[src/ipcb_pkg.sv]
package ipcb_pkg;
    // Register byte offsets on APB
    localparam logic [11:0] ADDR_CONFIG_ONE = 12'h000;
    localparam logic [11:0] ADDR_CONFIG_TWO = 12'h004;
    localparam logic [11:0] ADDR_CONFIG_THREE = 12'h008;
    localparam int NUM_REGS = 3;
    localparam int NUM_SLOTS = 4;
    localparam int NUM_SRC = 12;
    // Field positions within one byte slot
    localparam int SLOT_WIDTH = 8;
    localparam int PRIO_LSB = 2;
    localparam int PRIO_WIDTH = 3;
    localparam int SUB_LSB = 0;
    localparam int SUB_WIDTH = 2;
    // Implemented bits of a register: five per byte slot
    localparam logic [31:0] IMPL_MASK = 32'h1F1F1F1F;
    localparam logic [31:0] RESET_VALUE = 32'h00000000;
    localparam logic [2:0] PRIO_DISABLED = 3'h0;

    // One source as the arbiter sees it
    typedef struct packed {
        logic [2:0] priority_level;
        logic [1:0] subpriority;
    } ipcb_src_cfg_type;

    typedef enum logic [1:0] {
        IPCB_IDLE = 2'b00,
        IPCB_ACCESS = 2'b01
    } ipcb_apb_state_type;
endpackage

[src/ipcb_apb_slave.sv]
`timescale 1ns/1ps
`default_nettype none
module ipcb_apb_slave
(
    input wire logic ref_clk,
    input wire logic rst,
    input wire logic psel,
    input wire logic penable,
    input wire logic pwrite,
    input wire logic [11:0] paddr,
    output logic [1:0] reg_index,
    output logic addr_hit,
    output logic wr_take,
    output logic rd_take,
    output ipcb_pkg::ipcb_apb_state_type state_reg
);
    ipcb_pkg::ipcb_apb_state_type state_next;

    // Address decode
    assign addr_hit = (paddr == ipcb_pkg::ADDR_CONFIG_ONE) || (paddr == ipcb_pkg::ADDR_CONFIG_TWO)
        || (paddr == ipcb_pkg::ADDR_CONFIG_THREE);
    assign reg_index = paddr[3:2];
    // Zero-wait slave: transfer completes in its first access cycle
    assign wr_take = psel && penable && pwrite;
    assign rd_take = psel && penable && !pwrite;

    // Phase tracking, informative only
    always_comb
    begin
        case (state_reg)
            ipcb_pkg::IPCB_IDLE: state_next = (psel && !penable) ? ipcb_pkg::IPCB_ACCESS : ipcb_pkg::IPCB_IDLE;
            ipcb_pkg::IPCB_ACCESS: state_next = (psel && !penable) ? ipcb_pkg::IPCB_ACCESS : ipcb_pkg::IPCB_IDLE;
            default: state_next = ipcb_pkg::IPCB_IDLE;
        endcase
    end

    always_ff @(posedge ref_clk or posedge rst)
    begin
        if (rst)
            state_reg <= ipcb_pkg::IPCB_IDLE;
        else
            state_reg <= state_next;
    end
endmodule
`default_nettype wire

[src/ipcb_cfg_reg.sv]
`timescale 1ns/1ps
`default_nettype none
module ipcb_cfg_reg
(
    input wire logic ref_clk,
    input wire logic rst,
    input wire logic wr_en,
    input wire logic [31:0] wr_data,
    input wire logic [3:0] wr_strb,
    output logic [31:0] value_reg
);
    logic [31:0] strb_mask;
    logic [31:0] value_next;

    // Byte lanes, then only implemented bits are stored
    assign strb_mask = {{8{wr_strb[3]}}, {8{wr_strb[2]}}, {8{wr_strb[1]}}, {8{wr_strb[0]}}}
        & ipcb_pkg::IMPL_MASK;
    assign value_next = (value_reg & ~strb_mask) | (wr_data & strb_mask);

    // Cleared at reset so every source starts disabled
    always_ff @(posedge ref_clk or posedge rst)
    begin
        if (rst)
            value_reg <= ipcb_pkg::RESET_VALUE;
        else if (wr_en)
            value_reg <= value_next;
    end
endmodule
`default_nettype wire

[src/ipcb_top.sv]
// The register offsets and the APB interface to the registers are this design's own decisions.
`timescale 1ns/1ps
`default_nettype none
module ipcb_top
(
    input wire logic ref_clk,
    input wire logic rst,
    input wire logic psel,
    input wire logic penable,
    input wire logic pwrite,
    input wire logic [11:0] paddr,
    input wire logic [31:0] pwdata,
    input wire logic [3:0] pstrb,
    output logic [31:0] prdata,
    output logic pready,
    output logic pslverr,
    output ipcb_pkg::ipcb_src_cfg_type [11:0] src_cfg,
    output logic [11:0] src_enabled
);
    logic [1:0] reg_index;
    logic addr_hit;
    logic wr_take;
    logic rd_take;
    ipcb_pkg::ipcb_apb_state_type bus_state;
    logic [31:0] cfg_value [0:2];
    logic [31:0] rd_mux;
    logic [31:0] prdata_reg;
    logic pslverr_reg;
    ipcb_pkg::ipcb_src_cfg_type [11:0] src_cfg_next;
    ipcb_pkg::ipcb_src_cfg_type [11:0] src_cfg_reg;
    logic [11:0] enabled_next;
    logic [11:0] enabled_reg;

    ipcb_apb_slave u_slave
    (
        .ref_clk(ref_clk),
        .rst(rst),
        .psel(psel),
        .penable(penable),
        .pwrite(pwrite),
        .paddr(paddr),
        .reg_index(reg_index),
        .addr_hit(addr_hit),
        .wr_take(wr_take),
        .rd_take(rd_take),
        .state_reg(bus_state)
    );

    // One register per group of four sources
    genvar gi;
    generate
        for (gi = 0; gi < ipcb_pkg::NUM_REGS; gi++)
        begin : g_reg
            logic sel;
            assign sel = wr_take && addr_hit && (reg_index == 2'(gi));
            ipcb_cfg_reg u_cfg
            (
                .ref_clk(ref_clk),
                .rst(rst),
                .wr_en(sel),
                .wr_data(pwdata),
                .wr_strb(pstrb),
                .value_reg(cfg_value[gi])
            );
        end
    endgenerate

    // Read mux; reserved bits were never stored, so they read as zero
    assign rd_mux = (!addr_hit) ? 32'h00000000 :
        (reg_index == 2'h0) ? cfg_value[0] :
        (reg_index == 2'h1) ? cfg_value[1] : cfg_value[2];

    // Source k sits in register k/4, slot 3-(k%4): external, output compare, capture, timer
    genvar si;
    generate
        for (si = 0; si < ipcb_pkg::NUM_SRC; si++)
        begin : g_src
            localparam int RI = si / ipcb_pkg::NUM_SLOTS;
            localparam int BASE = (ipcb_pkg::NUM_SLOTS - 1 - (si % ipcb_pkg::NUM_SLOTS)) * ipcb_pkg::SLOT_WIDTH;
            assign src_cfg_next[si].priority_level =
                cfg_value[RI][BASE + ipcb_pkg::PRIO_LSB +: ipcb_pkg::PRIO_WIDTH];
            assign src_cfg_next[si].subpriority =
                cfg_value[RI][BASE + ipcb_pkg::SUB_LSB +: ipcb_pkg::SUB_WIDTH];
            assign enabled_next[si] = (src_cfg_next[si].priority_level != ipcb_pkg::PRIO_DISABLED);
        end
    endgenerate

    // Bus answer registered; ready stands high, zero-wait
    always_ff @(posedge ref_clk or posedge rst)
    begin
        if (rst)
        begin
            prdata_reg <= 32'h00000000;
            pslverr_reg <= 1'b0;
        end
        else
        begin
            prdata_reg <= (psel && !penable && !pwrite) ? rd_mux : prdata_reg;
            pslverr_reg <= psel && !penable && !addr_hit; // Unmapped address errors
        end
    end

    // Arbiter view, registered so outputs come from flops
    always_ff @(posedge ref_clk or posedge rst)
    begin
        if (rst)
        begin
            src_cfg_reg <= '0;
            enabled_reg <= 12'h000;
        end
        else
        begin
            src_cfg_reg <= src_cfg_next;
            enabled_reg <= enabled_next;
        end
    end

    assign prdata = prdata_reg;
    assign pslverr = pslverr_reg;
    assign pready = 1'b1;
    assign src_cfg = src_cfg_reg;
    assign src_enabled = enabled_reg;
endmodule
`default_nettype wire

[config.mk]
export PLATFORM = sky130hd
export DESIGN_NAME = ipcb_top
export DESIGN_NICKNAME = d
export VERILOG_FILES = /design/src/ipcb_pkg.sv /design/src/ipcb_apb_slave.sv /design/src/ipcb_cfg_reg.sv /design/src/ipcb_top.sv
export SDC_FILE = /design/constraint.sdc
export NUM_CORES = 1
export LEC_CHECK = 0
export BUFFER_PORTS_ARGS = -buffer_cell sky130_fd_sc_hd__buf_2
export CAP_MARGIN = 20
export CORE_MARGIN = 2
export CORE_UTILIZATION = 36
export CTS_CLUSTER_DIAMETER = 150
export DETAILED_ROUTE_END_ITERATION = 16
export PLACE_DENSITY = 0.62
export RECOVER_POWER = 50
export SLEW_MARGIN = 30
export SYNTH_ARGS = -nofsm -noshare
export SYNTH_HDL_FRONTEND = slang
export SYNTH_SLANG_ARGS = --single-unit
[constraint.sdc]
create_clock -name ref_clk -period 5.8 [get_ports ref_clk]
set_input_delay 1.16 -clock ref_clk [delete_from_list [all_inputs] [get_ports ref_clk]]
set_output_delay 1.16 -clock ref_clk [all_outputs]
set_load 0.01 [all_outputs]
Word level (Yosys, flattened, before mapping):

Cells that the tools add are included.
Widths: inputs -> output; s select.

* eq/ne operators: 4
* muxes and demuxes: 3
* bitwise logic cells: 8
* reduce and logical (&&, ||, !) cells: 28

Operator list (count)
* $and 32x32->32: 3
* $mux 32: 3
* $or 32x32->32: 3
* $reduce_bool 3->1: 12
* $and 32x29->32: 1
* $not 29->32: 1
* $eq 12x3->1 const B: 1
* $eq 12x4->1 const B: 1
* $logic_not 12->1: 1
* $logic_and 1x1->1: 9
* $logic_not 1->1: 3
* $eq 2x1->1 const B: 1
* $eq 2x2->1 const B: 1
* $logic_not 2->1: 1
* $logic_or 1x1->1: 2

* register bits: 201
* input bits: 53
* output and inout bits: 106

Longest topological paths before layout:

* word-level depth: 5
* gate-level depth with buffers: 6
* depth with buffers taken out: 4

Hierarchy:

From an unflattened synthesis, not the netlist that was laid out.

* cell total of the unflattened synthesis: 497
* area total of the unflattened synthesis: 6391.1 µm²

By module, submodules not included
* ipcb_top: times used 1, cells an instance 309, area an instance 3774.9 µm²
* ipcb_cfg_reg: times used 3, cells an instance 58, area an instance 838.3 µm²
* ipcb_apb_slave: times used 1, cells an instance 14, area an instance 101.3 µm²

Worst setup path after synthesis:

No wires, ideal clock.

* path type: input to register
* start point: input port paddr[6]
* end point: register (tool-made name)
* setup time: 0.125 ns
* data arrival time: 2.719 ns
* required time: 5.675 ns
* path slack: 2.956 ns
* stages: 5
* buffers on the path: 1
* path through: or4_4 nor4_4 buf_12 nand3_4 mux2_4

RTL lines
* from (decl): line ipcb_top.sv:11 `input wire logic [11:0] paddr,`

==> results_dict.tcl <==
set metrics [dict create \
    status "complete, but fails checks" \
    violations "max-capacitance violations, max-slew violations" \
    reg2reg_slack_ns 4.77 \
    p_comb_frac 0.032 \
    synthToLayoutAreaGrowth_pct 24.1 \
    p_per_area_nw_per_um2 308 \
    dr_total_vias 3388 \
    cts_tree "yes" \
    ys_ff_latch 153 \
    cts_buffers 17 \
    drive_gt1_frac 0.412 \
    path_max_fanout 24 \
    finalSetupViolCount 0 \
    grt_util_all_layers 0.157 \
    fp.dieW_um 130 \
    ys_warn_count 0 \
    cp_num_buf_inv 2 \
    io_pins 159 \
    period_share 0.631 \
    vias_per_cell 4.52 \
    placed_area_um2 6550 \
    pwr-share-clk 0.478 \
    grt_pass1_vias 3446 \
    cts_sinks 153 \
    fin_skew_ns 0.00518 \
    finalMaxSlewViolations 25 \
    hold_end "src_cfg[55]$_DFF_PP0_" \
    setup_tns_ns 0 \
    ctsHoldBuffers 0 \
    finalWeightedCongestion 0.740 \
    rsz0062_at_grt "false" \
    reg2reg_depth 4 \
    cpPeakStageDelay_ns 1.37 \
    clk_latency_ns 0.42 \
    cap_viol_max_count 1 \
    hold_class "flip-flop to flip-flop" \
    clockBufferDepth 2 \
    worstSetupStartpointType "input pin" \
    first_pass_iters 4 \
    grt_pass1_wl_mm 19.6 \
    cp.arrival_ns 3.96 \
    power_switching_mw 0.483 \
    slowest_stage "clkbuf_1" \
    fin_nets 572 \
    clock.fmax_ghz 0.273 \
    relSlewSlack -0.295 \
    cts_resized 0 \
    place_hpwl_mm 8.27 \
    drc 0 \
    io_buffers 133 \
    drt_iter0_drc 160 \
    clk_pin_slew_ns 0.06 \
    swShare 0.222 \
    peakVddDrop_mv 0.177 \
    ys_types 27 \
    whs_path_depth 0 \
    cts_htree_levels 4 \
    wirelength_mm 12.5 \
    worstPathRequired_ns 6.10 \
    tightest_slew_ns 1.94 \
    synthCells 379 \
    hold_viol 0 \
    cellInternalPower_mw 1.70 \
    grt_max_degree 108 \
    yosysSeqAreaShare 0.671 \
    start_util 0.363 \
    cp-end-kind "flip-flop" \
    p_leak_nw 3.83 \
    dieHeight_um 130 \
    reg2reg_to "prdata[11]$_DFFE_PP0P_" \
    antenna_left 0 \
    root_buffer "clkbuf_16" \
    syn_area_um2 5710 \
    dieArea_um2 16900 \
    cts_setup_buffers 0 \
    min_period_ns 3.66 \
    antenna_found_initial 1 \
    critPathKind "input pin to flip-flop" \
    globalRouteOverflowTotal 0 \
    crit_family "buffers and inverters" \
    rows 46 \
    path_cells "clkbuf_1 > a211o_1 > nor4_4 > buf_4 > nand3_1 > mux2_2" \
    worstSetupPathDepth 6 \
    post_drt_wl_per_cell_um 16.7 \
    sequentialPowerShare 0.490 \
    syn_area_per_cell_um2 15.1 \
    total_power_mw 2.18 \
    coreArea_um2 15700 \
    design_area_um2 7080 \
]
[cell usage after synthesis]
| master | number | area share |
|---|---|---|
| or3_1 | 12 | 0.013 |
| nor4_4 | 1 | 0.0037 |
| or4_1 | 1 | 0.0013 |
| nand3_1 | 3 | 0.0026 |
| conb_1 | 2 | 0.0013 |
| o21ai_1 | 7 | 0.0061 |
| inv_1 | 1 | 0.00066 |
| or4_4 | 2 | 0.0039 |
| buf_12 | 1 | 0.0035 |
| o21ai_0 | 13 | 0.011 |
| mux2_4 | 30 | 0.079 |
| and2b_1 | 1 | 0.0013 |
| a211o_1 | 1 | 0.0015 |
| buf_1 | 1 | 0.00066 |
| mux2_2 | 30 | 0.059 |
| mux2i_1 | 20 | 0.035 |
| dfrtp_1 | 153 | 0.67 |
| nor3_1 | 1 | 0.00088 |
| nand2b_1 | 1 | 0.0011 |
| nor2_1 | 22 | 0.014 |
| clkbuf_1 | 11 | 0.0072 |
| or2_2 | 1 | 0.0011 |
| nor2b_1 | 1 | 0.0011 |
| buf_4 | 13 | 0.017 |
| nand3_4 | 10 | 0.031 |
| nand2_1 | 20 | 0.013 |
| a21oi_1 | 20 | 0.018 |
[worst max path at each step]
| stage | start | to |
|---|---|---|
| after floorplan | rst | async pin |
| after global routing | paddr[2] | flip-flop |
| after global placement | paddr[2] | flip-flop |
| after CTS | paddr[2] | flip-flop |
| after detailed placement | paddr[2] | flip-flop |
| final | paddr[2] | flip-flop |
[final cells by class]
type / count / area, um^2
Antenna cell: 1 / 2.50
Sequential cell: 153 / 3830
Clock buffer: 21 / 460
Multi-Input combinational cell: 210 / 1750
Inverter: 1 / 11.3
Fill cell: 1453 / 8630
Timing Repair Buffer: 136 / 661
Tap cell: 216 / 270
Clock inverter: 11 / 97.6
[cells by family after synthesis]
group	synth area share
AND/OR/NAND/NOR	0.0886
AO/OA/AOI/OAI	0.0366
flip-flops	0.671
multiplexers	0.173
buffers and inverters	0.0292
other	0.00132
[power groups by stage]
stage                     Clock [mW]  Sequential [mW]  Combinational, mW
after global routing            1.11             1.07             0.0802
after CTS                       1.06             1.07             0.0723
after detailed placement           0             1.09             0.0723
final                           1.04             1.07             0.0700
after floorplan                    0             1.09             0.0443
after global placement             0             1.09             0.0703
[worst reg2reg max path, delay by kind of cell (launching register included)]
kind | cells | cell delay [ns]
compound gates | 2 | 0.23
flops | 1 | 0.42
mux | 1 | 0.16
simple gates | 1 | 0.07
[metal layers]
metal  vias up  global-route usage  routed length [um]  share of wire
met4         0              0.0677                 230          0.018
met2        88               0.249                6360           0.51
li1       1571                   -                   -              -
met5         -                   0                   0              0
met3        19              0.0447                 574          0.046
met1      1710               0.202                5340           0.43
[per-stage QoR]
stage | worst slack (ns) | hold slack [ns] | instances | utilization
3_3_place_gp | 2.23 | 0.377 | 716 | 0.417
3_5_place_dp | 2.20 | 0.387 | 716 | 0.417
4_1_cts | 2.64 | 0.396 | 748 | 0.452
6_report | 2.14 | 0.398 | 749 | 0.451
5_1_grt | 1.91 | 0.405 | 748 | 0.451
2_1_floorplan | 0.519 | 0.368 | 390 | -
[cell usage in the layout (no fill, tap or decap), types with 2 or more instances in the layout]
master      synthesis  layout
mux2_2             30      30
clkinvlp_4          0       4
clkbuf_16           0      17
nand3_1             3       3
buf_2               0     111
nor2_1             22      22
mux2_4             30      30
nand2_1            20      20
buf_4              13       3
a21oi_1            20      20
or4_4               2       2
dfrtp_1           153     153
conb_1              2      13
clkbuf_1           11      24
o21ai_0            13      13
or3_1              12      12
mux2i_1            20      20
nand3_4            10      10
clkinv_2            0       4
clkbuf_8            0       2
o21ai_1             7       7
(Power assumes the default switching activity.)
